--- src/include/scs_pkg.sv ---
package scs_pkg;

  // ----------------------------------------
  // Word and field sizes
  // ----------------------------------------
  localparam int WORD_W = 10;
  localparam int NIBBLE_W = 4;
  localparam int PORT_D_W = 8;
  localparam int YPTR_MAX = 7;

  // ----------------------------------------
  // Instruction codes
  // ----------------------------------------
  localparam logic [9:0] OPC_SET_CARRY = 10'h007;
  localparam logic [9:0] OPC_SET_SINGLE_PORT = 10'h28D;
  localparam logic [9:0] OPC_SET_INDEXED_PORT_BIT = 10'h015;
  localparam logic [9:0] OPC_COMPARE_IMMEDIATE_SKIP = 10'h025;
  localparam logic [5:0] OPC_IMMEDIATE_PREFIX = 6'h07;

  // ----------------------------------------
  // Values after reset
  // ----------------------------------------
  localparam logic RST_CARRY = 1'h0;
  localparam logic RST_PORT_C = 1'h0;
  localparam logic [7:0] RST_PORT_D = 8'h00;

  // ----------------------------------------
  // Types
  // ----------------------------------------
  typedef struct packed {
    logic valid;
    logic [9:0] word;
  } scs_instr_type;

  typedef enum logic [2:0] {
    OP_NONE = 3'b000,
    OP_SET_CARRY = 3'b001,
    OP_SET_SINGLE_PORT = 3'b010,
    OP_SET_INDEXED_PORT_BIT = 3'b011,
    OP_COMPARE_IMMEDIATE_SKIP = 3'b100
  } scs_op_type;

  typedef enum logic [1:0] {
    ST_FETCH = 2'b00,
    ST_OPERAND = 2'b01
  } scs_state_type;

endpackage : scs_pkg

--- src/rtl/scs_exec.sv ---
`timescale 1ns/1ps
// How it works
// RQ1: Compare-immediate spans two words, two cycles; immediate comes from the second word.
// RQ2: Accumulator equal to immediate (0 to 15) skips the next instruction.
// RQ3: Unequal compare runs the next instruction normally; carry unchanged.
// RQ4: Set-indexed-port-bit drives bit Y of the port high in one cycle.
// RQ5: Program must keep Y within 0 to 7 for set-indexed-port-bit.
// RQ6: Set-carry sets carry, set-single-port sets port C; one cycle, no skip.
module scs_exec (
  // Clock and reset
  input wire logic CORE_CLK,
  input wire logic SYS_RST,
  // Instruction stream, one valid word per instruction cycle
  input scs_pkg::scs_instr_type INSTR,
  // Core registers
  input wire logic [3:0] ACC,
  input wire logic [3:0] YPTR,
  // Flag and ports
  output logic CARRY_FLAG,
  output logic SET_SINGLE_PORT,
  output logic [7:0] INDEXED_PORT,
  // Sequencing
  output logic OPERAND_WAIT,
  output logic SKIP_PENDING,
  output logic SKIPPED
);

  // ----------------------------------------
  // Decode
  // ----------------------------------------
  scs_pkg::scs_op_type op;
  scs_pkg::scs_state_type state_reg;
  scs_pkg::scs_state_type state_next;
  logic skip_reg;
  logic skipped_reg;
  logic carry_reg;
  logic port_c_reg;
  logic [7:0] port_d_reg;
  logic run;
  logic operand_ok;
  logic equal;

  scs_op_decode scs_op_decode_i (
    .word(INSTR.word),
    .op(op)
  );

  // Word taken for execution: valid, not being skipped, not an operand
  assign run = INSTR.valid && !skip_reg && (state_reg == scs_pkg::ST_FETCH);
  assign operand_ok = INSTR.valid && (state_reg == scs_pkg::ST_OPERAND);
  assign equal = (ACC == INSTR.word[3:0]);

  // ----------------------------------------
  // Compare sequence
  // ----------------------------------------
  always_comb
  begin
    state_next = state_reg;
    case (state_reg)
      scs_pkg::ST_FETCH:
      begin
        // RQ1: first word opens operand cycle
        if (run && op == scs_pkg::OP_COMPARE_IMMEDIATE_SKIP)
        begin
          state_next = scs_pkg::ST_OPERAND;
        end
      end
      scs_pkg::ST_OPERAND:
      begin
        if (INSTR.valid)
        begin
          state_next = scs_pkg::ST_FETCH;
        end
      end
      default:
      begin
        state_next = scs_pkg::ST_FETCH;
      end
    endcase
  end

  always_ff @(posedge CORE_CLK or posedge SYS_RST)
  begin
    if (SYS_RST)
    begin
      state_reg <= scs_pkg::ST_FETCH;
    end
    else
    begin
      state_reg <= state_next;
    end
  end

  // ----------------------------------------
  // Skip control
  // ----------------------------------------
  always_ff @(posedge CORE_CLK or posedge SYS_RST)
  begin
    if (SYS_RST)
    begin
      skip_reg <= 1'h0;
    end
    // RQ2: equal immediate arms a skip
    else if (operand_ok && equal)
    begin
      skip_reg <= 1'h1;
    end
    // RQ3: unequal or consumed word leaves no skip
    else if (INSTR.valid)
    begin
      skip_reg <= 1'h0;
    end
  end

  always_ff @(posedge CORE_CLK or posedge SYS_RST)
  begin
    if (SYS_RST)
    begin
      skipped_reg <= 1'h0;
    end
    else
    begin
      skipped_reg <= INSTR.valid && skip_reg;
    end
  end

  // ----------------------------------------
  // Carry flag
  // ----------------------------------------
  always_ff @(posedge CORE_CLK or posedge SYS_RST)
  begin
    if (SYS_RST)
    begin
      carry_reg <= scs_pkg::RST_CARRY;
    end
    // RQ6: set carry
    else if (run && op == scs_pkg::OP_SET_CARRY)
    begin
      carry_reg <= 1'h1;
    end
  end

  // ----------------------------------------
  // Output ports
  // ----------------------------------------
  always_ff @(posedge CORE_CLK or posedge SYS_RST)
  begin
    if (SYS_RST)
    begin
      port_c_reg <= scs_pkg::RST_PORT_C;
    end
    // RQ6: set single port
    else if (run && op == scs_pkg::OP_SET_SINGLE_PORT)
    begin
      port_c_reg <= 1'h1;
    end
  end

  always_ff @(posedge CORE_CLK or posedge SYS_RST)
  begin
    if (SYS_RST)
    begin
      port_d_reg <= scs_pkg::RST_PORT_D;
    end
    // RQ4: set bit chosen by Y
    // RQ5: Y above 7 leaves the port untouched
    else if (run && op == scs_pkg::OP_SET_INDEXED_PORT_BIT && YPTR <= 4'(scs_pkg::YPTR_MAX))
    begin
      port_d_reg[YPTR[2:0]] <= 1'h1;
    end
  end

  assign CARRY_FLAG = carry_reg;
  assign SET_SINGLE_PORT = port_c_reg;
  assign INDEXED_PORT = port_d_reg;
  assign OPERAND_WAIT = (state_reg == scs_pkg::ST_OPERAND);
  assign SKIP_PENDING = skip_reg;
  assign SKIPPED = skipped_reg;
endmodule : scs_exec

--- src/rtl/scs_op_decode.sv ---
`timescale 1ns/1ps
module scs_op_decode (
  // Instruction word
  input wire logic [9:0] word,
  // Decoded operation
  output scs_pkg::scs_op_type op
);

  always_comb
  begin
    if (word == scs_pkg::OPC_SET_CARRY)
    begin
      op = scs_pkg::OP_SET_CARRY;
    end
    else if (word == scs_pkg::OPC_SET_SINGLE_PORT)
    begin
      op = scs_pkg::OP_SET_SINGLE_PORT;
    end
    else if (word == scs_pkg::OPC_SET_INDEXED_PORT_BIT)
    begin
      op = scs_pkg::OP_SET_INDEXED_PORT_BIT;
    end
    else if (word == scs_pkg::OPC_COMPARE_IMMEDIATE_SKIP)
    begin
      op = scs_pkg::OP_COMPARE_IMMEDIATE_SKIP;
    end
    else
    begin
      op = scs_pkg::OP_NONE;
    end
  end

endmodule : scs_op_decode

--- config.mk ---
export PLATFORM = sky130hd
export DESIGN_NAME = scs_exec
export DESIGN_NICKNAME = d
export VERILOG_FILES = /design/src/include/scs_pkg.sv /design/src/rtl/scs_exec.sv /design/src/rtl/scs_op_decode.sv
export SDC_FILE = /design/constraint.sdc
export NUM_CORES = 1
export LEC_CHECK = 0
export BUFFER_PORTS_ARGS = -buffer_cell sky130_fd_sc_hd__buf_2
export CAP_MARGIN = 20
export CORE_MARGIN = 2
export CORE_UTILIZATION = 43
export CTS_BUF_LIST = sky130_fd_sc_hd__clkbuf_8
export DETAILED_ROUTE_END_ITERATION = 6
export HOLD_SLACK_MARGIN = 0.02
export PLACE_DENSITY = 0.78
export SYNTH_ARGS = -nofsm -noshare
export SYNTH_HDL_FRONTEND = slang
export SYNTH_SLANG_ARGS = --single-unit
export TNS_END_PERCENT = 20
--- constraint.sdc ---
create_clock -name CORE_CLK -period 2 [get_ports CORE_CLK]
set_clock_uncertainty 0.2 [all_clocks]
set_input_delay 0.3 -clock CORE_CLK [delete_from_list [all_inputs] [get_ports CORE_CLK]]
set_output_delay 0.3 -clock CORE_CLK [all_outputs]
set_load 0.01 [all_outputs]
; Yosys cells after proc, flatten, opt, wreduce, memory -nomap -nowiden
; Cells that the tools add are included.
[word_totals]
memories = 0
latch_bits = 0
input_bits = 21
regBits = 14
mem_bits_ro = 0
word_cells = 48
ramBits = 0
[classes]
div_mod_pow = 0
mul = 0
bitwise_logic = 1
n_shift = 0
n_mux = 11
n_eq_ne = 12
addsub = 0
n_reduce_logical = 15
magnitude_cmp = 3
[op_table]
columns = operator, n
row1 = $mux 3, 4
row2 = $logic_and 1x1->1, 11
row3 = $eq 10x10->1 const B, 1
row4 = $eq 10x3->1 const B, 1
row5 = $eq 10x5->1 const B, 1
row6 = $eq 10x6->1 const B, 1
row7 = $or 8x8->8, 1
row8 = $eq 3x2->1 const B, 2
row9 = $eq 4x4->1, 1
row10 = $le 4x3->1 const B, 1
row11 = $lt 3x4->1 const B, 1
row12 = $mux 2, 2
row13 = $pmux 2 s2, 1
row14 = $demux 1 s3, 1
row15 = $eq 3x1->1 const B, 1
row16 = $eq 3x3->1 const B, 1
row17 = $ge 3x1->1 const B, 1
row18 = $mux 1, 3
row19 = $eq 2x1->1 const B, 1
row20 = $logic_not 2->1, 1
row21 = $ne 2x1->1 const B, 1
row22 = $ne 2x2->1 const B, 1
row23 = $reduce_and 2->1, 1
row24 = $reduce_bool 2->1, 1
row25 = $logic_not 1->1, 1

; Depth between registers and ports, before layout
; Gate-level depths: netlist of the first run.
[logic_depth]
word_depth = 9
mapped_depth = 3

; Modules after synthesis
; Synthesis of the first run repeated with hierarchy kept, for this count alone.
[hier_totals]
hier_cells = 61
area_unflattened_um2 = 696.9
[modules_own_cells]
columns = mod, cells_each, n_inst, area_per_inst_um2, seq_area_each_um2
row1 = scs_exec, 50, 1, 606.8, 325.3
row2 = scs_op_decode, 11, 1, 90.1, 0.0

; Worst setup path before layout of the first run
; OpenSTA, ideal clock, no wires.
[synth_timing]
path_type = register to register
startpoint = register skip_reg (netlist: SKIP_PENDING)
endpoint = register port_d_reg[2] (netlist: INDEXED_PORT[2])
period_less_slack_ps = 1716
t_arrival_ps = 1449
setup_slack_ps = 284
path_buffers = 0
required_ps = 1733
stages_incl_launch_ff = 4
setup_time_ps = 67
path_cell_list = dfrtp_1 > or3b_4 > nor4_4 > a41o_1
[synth_between]
elab_chain_cells = 5
[synth_rtl]
columns = item, line_no
row1 = start: declaration, scs_exec.sv:34  ; logic skip_reg;
row2 = start signal: assignment, scs_exec.sv:101  ; skip_reg <= 1'h0;
row3 = start signal: assignment, scs_exec.sv:106  ; skip_reg <= 1'h1;
row4 = start signal: assignment, scs_exec.sv:111  ; skip_reg <= 1'h0;
row5 = $logic_not 1->1, scs_exec.sv:49  ; assign run = INSTR.valid && !skip_reg && (state_reg == scs_pkg::ST_FETCH);
row6 = $logic_and 1x1->1 (2 in a row), scs_exec.sv:49
row7 = $logic_and 1x1->1 (2 in a row), scs_exec.sv:167  ; else if (run && op == scs_pkg::OP_SET_INDEXED_PORT_BIT && YPTR <= 4'(scs_pkg::YPTR_MAX))
row8 = end signal: assignment, scs_exec.sv:163  ; port_d_reg <= scs_pkg::RST_PORT_D;
row9 = end: declaration, scs_exec.sv:38  ; logic [7:0] port_d_reg;
; Every way passes these cells.
; A chain may end at the register's enable or synchronous reset.

; Worst setup path after layout of the first run
; Ends and elaborated chain as after synthesis.

==> metrics.md, run 1 <==
| Metric | Value |
|---|---|
| Core Area | 1320 um^2 |
| Power density over cell area | roughly 640 nW/um^2 |
| Initial DRT Pass Iterations | 4 |
| Max FFs per register | 8 |
| WHS Endpoint | SKIP_PENDING |
| Worst Reg2Reg Path Length in Cells | 3 |
| Min-delay src | INSTR[10] |
| Hold path depth | 2 |
| Layout cells sized above 1 | 0.489 |
| Critical Path Source Type | register |
| RSZ-0062 raised after global routing | false |
| Worst VDD drop | around 630 uV |
| Post-CTS Setup Bufs | 0 |
| Initial core utilization | 0.470 |
| Max layer used | met4 |
| Synth cell types | 16 |
| Number of synthesized register bits | 13 |
| Count leader, synth | dfrtp_1 |
| ANT nets after route | 0 |
| Post-synthesis net count | 71 |
| Total CTS buffers | 3 |
| GPL Wtd Cong | 0.758 |
| Fin Setup TNS | 0 ns |
| Yosys warning count | 0 |
| Worst reg2reg startpoint | SKIP_PENDING |
| Clock sink count | 13 |
| Vias | 544 |
| Synth top area share | 0.525 |
| FP Rows | 13 |
| DR vias/cell | 5.28 |
| F_max | 0.545 GHz |
| Hold WC Path Type | in2reg |
| Routed len/inst | 13.1 um |
| Routed wl met2 | 696 um |
| Post-synth EDFFs | 0 |
| GR Overflow Total | 0 |
| Async SR Flop Fraction | 1.00 |
| P&R area growth vs syn | 38.6% |
| DR DRC count | 0 |
| Die height | 42.0 um |
| Total power | 0.549 mW |
| Mapped Area | 619 um^2 |
| Fin. max-slew vios | 0 |
| Die area | approximately 1800 um^2 |
| First-pass GRT wire length | between 2 and 2.5 mm |
| Root Driver | clkbuf_8 |
| CP arrival | about 1.8 ns |
| Final HPWL DP | 1.10 mm |
| Relative slew slack | 0.690 |
| NumNets Final | 110 |
| Critical path's largest stage delay | 0.49 ns |
| Post_cts resized | 0 |
| Worst skew pair latency | 0.24 ns |
| Worst EP required | 1.97 ns |
| Largest net degree at the start of global routing | 14 |
| Ant diodes | 0 |
| Main synth FF type | dfrtp_1 |
| Critical R2R Capture | INDEXED_PORT[2] |
| Detailed Route Iter0 Violations | 10 |
| Maxcap violations | 0 |
| Slowest cell on crit path | nor4_4 |
| Seq/Total Area, Yosys | 0.525 |
| Die Wd | about 42 um |
| I/O Buffers | 33 |
| Synth top area cells | dfrtp_1 (53%), a41o_1 (11%), xnor2_1 (5.7%) |
| WS Path Type | reg2reg |
| Reg clk slew, reported paths | 0.05 ns |
| Max Root-Sink Buffers | 2 |
| CP endpoint kind | register |
| Fin crit period | ~1.8 ns |
| Vias in the first global route | slightly above 500 |
| CP Cell Sequence | or3b_4 -> nor4_4 -> a41o_1 |
| Routed length on met3 | 83 um |
| Syn Inst Count | 50 |
| Fin crit share | 0.917 |
| Critical path fanouts, max | 8 |
| Post-synth top cells | dfrtp_1 (13), a41o_1 (7), inv_1 (7), nor2_1 (5), xnor2_1 (4) |
| Largest delay share family, worst path | simple AND/OR/NAND/NOR gates |
| Status | finished, final reports clean |
| Leakage | 0.533 nW |
| Slew @ Worst Pin | 0.461 ns |
| Avg Inst Size Synth | about 12 um^2 |
| FF-to-FF setup slack | 0.17 ns |
| Met1 Wirelength | 552 um |
| Io pins | 34 |
| H-tree Lvls | 1 |
| Setup-failing EPs final | 0 |
| Final hold viol count | 0 |
| GR Util All Layers | 0.177 |
| Initial antenna violation count | 0 |
| Worst Path Buf+Inv | 0 |
| Yosys top cell by area | dfrtp_1 |
| Drt total wl | 1.35 mm |
| CTS tree | done |
[worst max path at each step]
| stage | cells after the start | end | slack, ns | from |
|---|---|---|---|---|
| final | 3 | INDEXED_PORT[2] | 0.17 | SKIP_PENDING |
| after global routing | 3 | INDEXED_PORT[3] | 0.06 | SKIP_PENDING |
| after CTS | 3 | INDEXED_PORT[2] | 0.16 | SKIP_PENDING |
| after detailed placement | 4 | INDEXED_PORT[2] | 0.16 | INSTR[1] |
| after global placement | 4 | INDEXED_PORT[7] | 0.21 | INSTR[1] |
| after floorplan | 3 | INDEXED_PORT[2] | 0.28 | SKIP_PENDING |
[cell type report]
| class | count | area (um^2) |
|---|---|---|
| fillers | 100 | 459 |
| flip-flops and latches | 13 | 325 |
| multi-input cells | 30 | 268 |
| repair buffers | 34 | 175 |
| clock buffers | 3 | 41.3 |
| inverters | 7 | 26.3 |
| well taps | 15 | 18.8 |
| clock inverters | 1 | 3.75 |
[report_power, final]
group	internal [mW]	switching, mW	total [mW]
Clock	0.135	0.0850	0.220
Combinational	0.0311	0.0327	0.0638
Sequential	0.265	0.000787	0.266
[kinds of logic (layout without fill, tap and decap cells)]
logic type,after synthesis,in the layout,synth area share
simple gates,14,14,0.194
flops,13,13,0.525
compound gates,12,12,0.182
buf+inv,7,45,0.0424
xor+xnor,4,4,0.0566
[routing by layer]
layer	GRT usage	vias to the layer above
met5	0	-
met4	0.0774	0
met3	0.0652	2
met2	0.278	17
met1	0.214	259
li1	-	266
[placed cells by master, fill, tap and decap left out]
| cell | instances |
|---|---|
| buf_2 | 33 |
| dfrtp_1 | 13 |
| inv_1 | 8 |
| a41o_1 | 7 |
| nor2_1 | 5 |
| xnor2_1 | 4 |
| a31o_2 | 3 |
| clkbuf_8 | 3 |
| nand3_1 | 2 |
| or3b_4 | 1 |
| or3_1 | 1 |
| nand4bb_4 | 1 |
| or4b_4 | 1 |
| nor4_4 | 1 |
| and3_1 | 1 |
| nor3_1 | 1 |
| o22ai_1 | 1 |
| a32o_1 | 1 |
| dlygate4sd3_1 | 1 |
[stage by stage]
stage | area [um^2] | instances | util | hold WS [ns] | setup WS (ns)
after global placement | 803 | 98 | 0.610 | 0.133 | 0.206
after CTS | 858 | 103 | 0.651 | 0.105 | 0.158
after detailed placement | 803 | 98 | 0.610 | 0.137 | 0.156
final | 858 | 103 | 0.651 | 0.108 | 0.167
after global routing | 858 | 103 | 0.651 | 0.111 | 0.0632
after floorplan | 619 | 50 | - | -0.0230 | 0.284
[timing repair]
item | in CTS | in global routing
hold buffers | 1 | 0
hold endpoints to repair | 13 | 0
endpoints found under the setup margin | 0 | 0
Power figures use the tool's default switching activity.
==> inputs of run 2 (changes only) <==
==> constraint.sdc (replaced) <==
create_clock -name CORE_CLK -period 2 [get_ports CORE_CLK]
set_clock_uncertainty 0.2 [all_clocks]
set_input_delay 0.2 -clock CORE_CLK [delete_from_list [all_inputs] [get_ports CORE_CLK]]
set_output_delay 0.2 -clock CORE_CLK [all_outputs]
set_load 0.01 [all_outputs]
==> run 2 against run 1 <==
Against the previous run: die area unchanged; cell count increased by 0.97%; combinational power increased by 3%; worst setup slack improved by 0.0079 ns; critical endpoint is now INDEXED_PORT[4].
==> metrics.md, run 2 (same netlist as run 1, synthesis figures left out) <==
| Metric | Value |
|---|---|
| Max Root-Sink Buffers | 2 |
| Critical Path Source Type | register |
| I/O Buffers | 33 |
| # fillers | 115 |
| Routed length on met3 | 73 um |
| Initial antenna violation count | 0 |
| Worst Reg2Reg Path Length in Cells | 3 |
| Initial core utilization | 0.470 |
| Die Wd | roughly 42 um |
| Power density over cell area | 640 nW/um^2 |
| Critical path's largest stage delay | 0.49 ns |
| FP Rows | 13 |
| Drt total wl | 1.37 mm |
| Vias in the first global route | roughly 550 |
| Max layer used | met4 |
| Reg clk slew, reported paths | 0.05 ns |
| Core Area | between 1000 and 1500 um^2 |
| CP endpoint kind | register |
| RSZ-0062 raised after global routing | false |
| Critical R2R Capture | INDEXED_PORT[4] |
| GPL Wtd Cong | 0.781 |
| Final core utilization | 0.659 |
| CP arrival | 1.80 ns |
| Post-CTS Setup Bufs | 0 |
| Die height | 42.0 um |
| Slew @ Worst Pin | 0.475 ns |
| ANT nets after route | 0 |
| Fin crit period | 1.83 ns |
| P&R area growth vs syn | 40.2% |
| Slowest cell on crit path | nor4_4 |
| NumNets Final | about 110 |
| DR DRC count | 0 |
| Clock sink count | 13 |
| Final HPWL DP | 1.10 mm |
| CTS tree | done |
| Fin crit share | 0.913 |
| Flip-flop and latch area | 325 um^2 |
| Root Driver | clkbuf_8 |
| Seq pwr share | 0.478 |
| Hold WC Path Type | in2reg |
| Setup-failing EPs final | 0 |
| Worst Setup EP | INDEXED_PORT[4] |
| GR Overflow Total | 0 |
| Critical path fanouts, max | 8 |
| Initial DRT Pass Iterations | 2 |
| First-pass GRT wire length | 2.37 mm |
| Routed len/inst | 13.2 um |
| Vias | 544 |
| Die area | 1760 um^2 |
| Leakage | 0.538 nW |
| WS Path Type | reg2reg |
| Worst EP required | 1.98 ns |
| Worst VDD drop | 547 uV |
| Relative slew slack | 0.683 |
| Maxcap violations | 0 |
| Placed Area | 803 um^2 |
| Fin. max-slew vios | 0 |
| Layout cells sized above 1 | 0.483 |
| Io pins | 34 |
| Max FFs per register | 8 |
| Multi-input logic area | 268 um^2 |
| GR Util All Layers | 0.183 |
| Routed wl met2 | 698 um |
| Largest net degree at the start of global routing | 14 |
| FF-to-FF setup slack | 0.17 ns |
| H-tree Lvls | 1 |
| Status | finished, final reports clean |
| Sw Pwr | 0.123 mW |
| Detailed Route Iter0 Violations | 3 |
| Switch share | 0.222 |
| Ant diodes | 0 |
| Met1 Wirelength | 580 um |
| Most frequent cells in the layout | buf_2 (33), dfrtp_1 (13), inv_1 (8), a41o_1 (7), nor2_1 (5) |
| Worst skew pair latency | 0.24 ns |
| Critical path depth | 3 |
| Worst Path Buf+Inv | 0 |
| Power share of the clock group | 0.404 |
| Internal power | about 0.43 mW |
| Largest delay share family, worst path | simple AND/OR/NAND/NOR gates |
| CP Cell Sequence | or3b_4 -> nor4_4 -> a41o_1 |
| Finished Cell Area | 868 um^2 |
| Hold_ws | 0.0366 ns |
| F_max | 0.548 GHz |
| Total CTS buffers | 3 |
| DR vias/cell | approximately 5.2 |
| Worst Setup SP | SKIP_PENDING |
| Final hold viol count | 0 |
| Most common cell after layout, fill and taps aside | buf_2 |
| Fin Setup TNS | 0 ns |
| Worst reg2reg startpoint | SKIP_PENDING |
| Total power | roughly 0.56 mW |
| Combinational power share | 0.118 |
==> run 2: area by class of cell <==
| type | instances | area share |
|---|---|---|
| sequential | 13 | 0.375 |
| clock buffer | 3 | 0.0476 |
| tap | 15 | 0.0216 |
| clock inverter | 1 | 0.00432 |
| inverter | 7 | 0.0303 |
| timing repair buffer | 35 | 0.213 |
| multi-input combinational | 30 | 0.308 |
==> run 2: metal layers <==
layer | track usage | vias up
met4 | 0.0968 | 0
met2 | 0.303 | 15
met3 | 0.0826 | 4
met5 | 0 | -
met1 | 0.193 | 256
li1 | - | 269
==> run 2: worst reg2reg max path: stages (launching register included) <==
cell and delay (ns):
dfrtp_1 0.39, or3b_4 0.43, nor4_4 0.49, a41o_1 0.25
==> run 2: timing repair <==
action,CTS,global route
hold buffers,2,0
resized for setup,0,0
endpoints found under the hold margin,15,0
==> run 2: power groups by stage <==
stage | clock network (mW) | logic (mW) | registers, mW
5_1_grt | 0.247 | 0.0728 | 0.266
4_1_cts | 0.234 | 0.0663 | 0.266
3_3_place_gp | 0 | 0.0618 | 0.270
2_1_floorplan | 0 | 0.0278 | 0.271
6_report | 0.225 | 0.0655 | 0.266
3_5_place_dp | 0 | 0.0629 | 0.270
==> run 2: worst min path at each step <==
stage	startpoint	to	slack [ns]	cells after the start
floorplan	SYS_RST	CARRY_FLAG	-0.12	1
global placement	SYS_RST	SKIPPED	0.04	2
detailed placement	SYS_RST	SKIP_PENDING	0.03	2
CTS	INSTR[5]	state_reg[0]	0.03	2
global route	INSTR[5]	state_reg[0]	0.06	2
finish	INSTR[5]	state_reg[0]	0.04	2
==> run 2: through the flow <==
step,worst slack (ns),std cells
3_3_place_gp,0.232,98
5_1_grt,0.0990,104
3_5_place_dp,0.200,98
4_1_cts,0.170,104
2_1_floorplan,0.284,50
6_report,0.174,104
==> inputs of run 3 (changes only) <==
--- a/config.mk
+++ b/config.mk
@@ -12,8 +12,10 @@
 export CTS_BUF_LIST = sky130_fd_sc_hd__clkbuf_8
 export DETAILED_ROUTE_END_ITERATION = 6
 export HOLD_SLACK_MARGIN = 0.02
-export PLACE_DENSITY = 0.78
+export PLACE_DENSITY = 0.75
+export REMOVE_ABC_BUFFERS = 1
 export SYNTH_ARGS = -nofsm -noshare
 export SYNTH_HDL_FRONTEND = slang
+export SYNTH_HIERARCHICAL = 1
 export SYNTH_SLANG_ARGS = --single-unit
 export TNS_END_PERCENT = 20
==> run 3 against run 2 <==
Against the previous run: the flow now finishes with violations (negative setup slack); highest routed layer unchanged; critical path depth up 4; routed wire length rose by 29%; cell count increased by 23%; die area grew 11%; synthesized area up 13%; register-to-register slack improved by 0.23 ns; combinational power is 27% higher; synthesized cell count increased by 22%; final area increased by 26%; via count grew 26%.
==> metrics.md, run 3 <==
| Metric | Value |
|---|---|
| Worst skew pair latency | 0.24 ns |
| Leakage | 0.585 nW |
| P&R area growth vs syn | 57.1% |
| Fin crit share | 1.08 |
| Post-synth top cells | dfrtp_1 (13), nand2b_1 (6), inv_1 (5), nor2_1 (4) |
| CTS tree | done |
| Max Root-Sink Buffers | 2 |
| Largest net degree at the start of global routing | 14 |
| Seq pwr share | 0.464 |
| Slew @ Worst Pin | 0.506 ns |
| GPL Wtd Cong | 0.882 |
| I/O Buffers | 33 |
| Combinational power share | 0.145 |
| First-pass GRT wire length | between 2 and 3 mm |
| Flip-flop and latch area | 325 um^2 |
| Fin. max-slew vios | 0 |
| Synth cell types | 29 |
| Relative slew slack | 0.662 |
| # fillers | 107 |
| Slowest cell on crit path | or4b_4 |
| Critical path fanouts, max | 4 |
| Maxcap violations | 0 |
| GR Util All Layers | 0.204 |
| Die Wd | around 44 um |
| Initial core utilization | 0.463 |
| NumNets Final | 134 |
| Setup-failing EPs final | 9 |
| CP Cell Sequence | buf_6 -> or4b_4 -> a2111oi_4 -> buf_4 -> nand4bb_4 -> or4_4 -> o21bai_1 |
| Final hold viol count | 0 |
| H-tree Lvls | 1 |
| Final HPWL DP | 1.34 mm |
| CP arrival | 2.12 ns |
| Failing checks | negative setup slack |
| Vias in the first global route | 663 |
| Main synth FF type | dfrtp_1 |
| CP endpoint kind | register |
| FP Rows | 14 |
| Hold WC Path Type | in2reg |
| Max FFs per register | 8 |
| Worst VDD drop | 367 uV |
| Fin Setup TNS | -0.901 ns |
| Initial antenna violation count | 0 |
| Routed len/inst | between 10 and 15 um |
| Root Driver | clkbuf_8 |
| Power share of the clock group | 0.391 |
| Internal power | 0.444 mW |
| DR DRC count | 0 |
| Synth top area cells | dfrtp_1 (47%), nand2b_1 (5.4%), nand4bb_4 (3.9%) |
| Async SR Flop Fraction | 1.00 |
| Placed cells | between 100 and 150 |
| Layout cells sized above 1 | 0.571 |
| Initial DRT Pass Iterations | 4 |
| Die area | 1960 um^2 |
| Io pins | 34 |
| Final Non-Filler Cells | 128 |
| Vias | 685 |
| Ant diodes | 0 |
| F_max | 0.464 GHz |
| WS Path Type | in2reg |
| Hold_ws | ~0.035 ns |
| FF-to-FF setup slack | 0.40 ns |
| Drt total wl | 1.78 mm |
| Detailed Route Iter0 Violations | 18 |
| Total CTS buffers | 3 |
| Yosys warning count | 6 |
| Most common cell after layout, fill and taps aside | buf_2 |
| Yosys top cell by area | dfrtp_1 |
| Clock sink count | 13 |
| Power density over cell area | 524 nW/um^2 |
| Multi-input logic area | 397 um^2 |
| Status | finished, violations left |
| DR vias/cell | between 5 and 6 |
| Seq/Total Area, Yosys | 0.467 |
| Syn Inst Count | 61 |
| Count leader, synth | dfrtp_1 |
| Mapped Area | between 600 and 700 um^2 |
| Die height | around 44 um |
| Final core utilization | 0.727 |
| Core Area | around 1500 um^2 |
| Critical path's largest stage delay | between 0.5 and 0.6 ns |
| Synth top area share | 0.467 |
| Critical Path Source Type | input pin |
| Worst EP required | 1.96 ns |
| Avg Inst Size Synth | 11.4 um^2 |
| ANT nets after route | 0 |
| Fin crit period | 2.16 ns |
| Reg clk slew, reported paths | 0.06 ns |
| Sw Pwr | 0.130 mW |
| Number of synthesized register bits | 13 |
| Switch share | 0.227 |
| Post-synth EDFFs | 0 |
| GR Overflow Total | 0 |
| Setup WS post-layout | -0.157 ns |
| Largest delay share family, worst path | simple AND/OR/NAND/NOR gates |
| RSZ-0062 raised after global routing | true |
| Worst Path Buf+Inv | 2 |
| Most frequent cells in the layout | buf_2 (31), dfrtp_1 (13), buf_4 (12), nand2b_1 (6), inv_1 (6) |
[run 3: logic make-up after synthesis]
family / after synthesis / synth area share
and+or+nand+nor: 26 / 0.285
AOI/OAI and AO/OA: 15 / 0.196
DFF: 13 / 0.467
buffers and inverters: 5 / 0.0269
xor gates and xnor gates: 2 / 0.0251
[run 3: per-stage QoR]
step	total power [mW]	area, um^2	setup WS, ns
4_1_cts	0.576	1060	-0.123
2_1_floorplan	0.300	697	-0.417
3_3_place_gp	0.340	965	-0.456
3_5_place_dp	0.343	965	-0.505
5_1_grt	0.598	1090	-0.235
6_report	0.574	1090	-0.157
[run 3: area by class of cell]
| type | count | area share |
|---|---|---|
| clock buffers | 3 | 0.0377 |
| clock inverters | 1 | 0.00343 |
| inverters | 5 | 0.0171 |
| multi-input cells | 43 | 0.362 |
| flip-flops and latches | 13 | 0.297 |
| well taps | 16 | 0.0183 |
| repair buffers | 47 | 0.264 |
[run 3: power by group through the flow]
| stage | logic (mW) | clock network, mW | registers, mW |
|---|---|---|---|
| floorplan | 0.0282 | 0 | 0.272 |
| global placement | 0.0692 | 0 | 0.271 |
| detailed placement | 0.0717 | 0 | 0.271 |
| CTS | 0.0798 | 0.230 | 0.266 |
| global route | 0.0910 | 0.240 | 0.267 |
| finish | 0.0834 | 0.224 | 0.266 |
[run 3: metal layers]
layer  share of wire  wire length [um]  vias to the layer above  track usage
met2            0.48               858                       21        0.335
met5               0                 0                        -            0
met1            0.47               838                      328        0.269
li1                -                 -                      334            -
met3           0.040                71                        2       0.0367
met4          0.0062                11                        0       0.0727
[run 3: what timing repair did]
action	CTS	global route
setup endpoints to repair	9	9
gates resized for setup	7	4
pin swaps	2	2
hold buffers	1	0
hold endpoints to repair	13	0
cloned	0	0
setup buffers	0	2
[run 3: worst reg2reg max path: stages, from the launching register on]
cell and delay (ns):
dfrtp_1 0.39, nand2b_1 0.23, or4b_4 0.56, o21bai_2 0.14
[run 3: final timing paths]
path | startpoint | end | cells past startpoint
max in group asynchronous | SYS_RST | INDEXED_PORT[3] | 3
min in group asynchronous | SYS_RST | INDEXED_PORT[6] | 3
worst min-delay path | INSTR[10] | SKIPPED | 2
worst min register to register | INDEXED_PORT[0] | INDEXED_PORT[0] | 1
worst max register to register | SKIP_PENDING | INDEXED_PORT[6] | 3
worst max-delay path | INSTR[7] | INDEXED_PORT[2] | 7
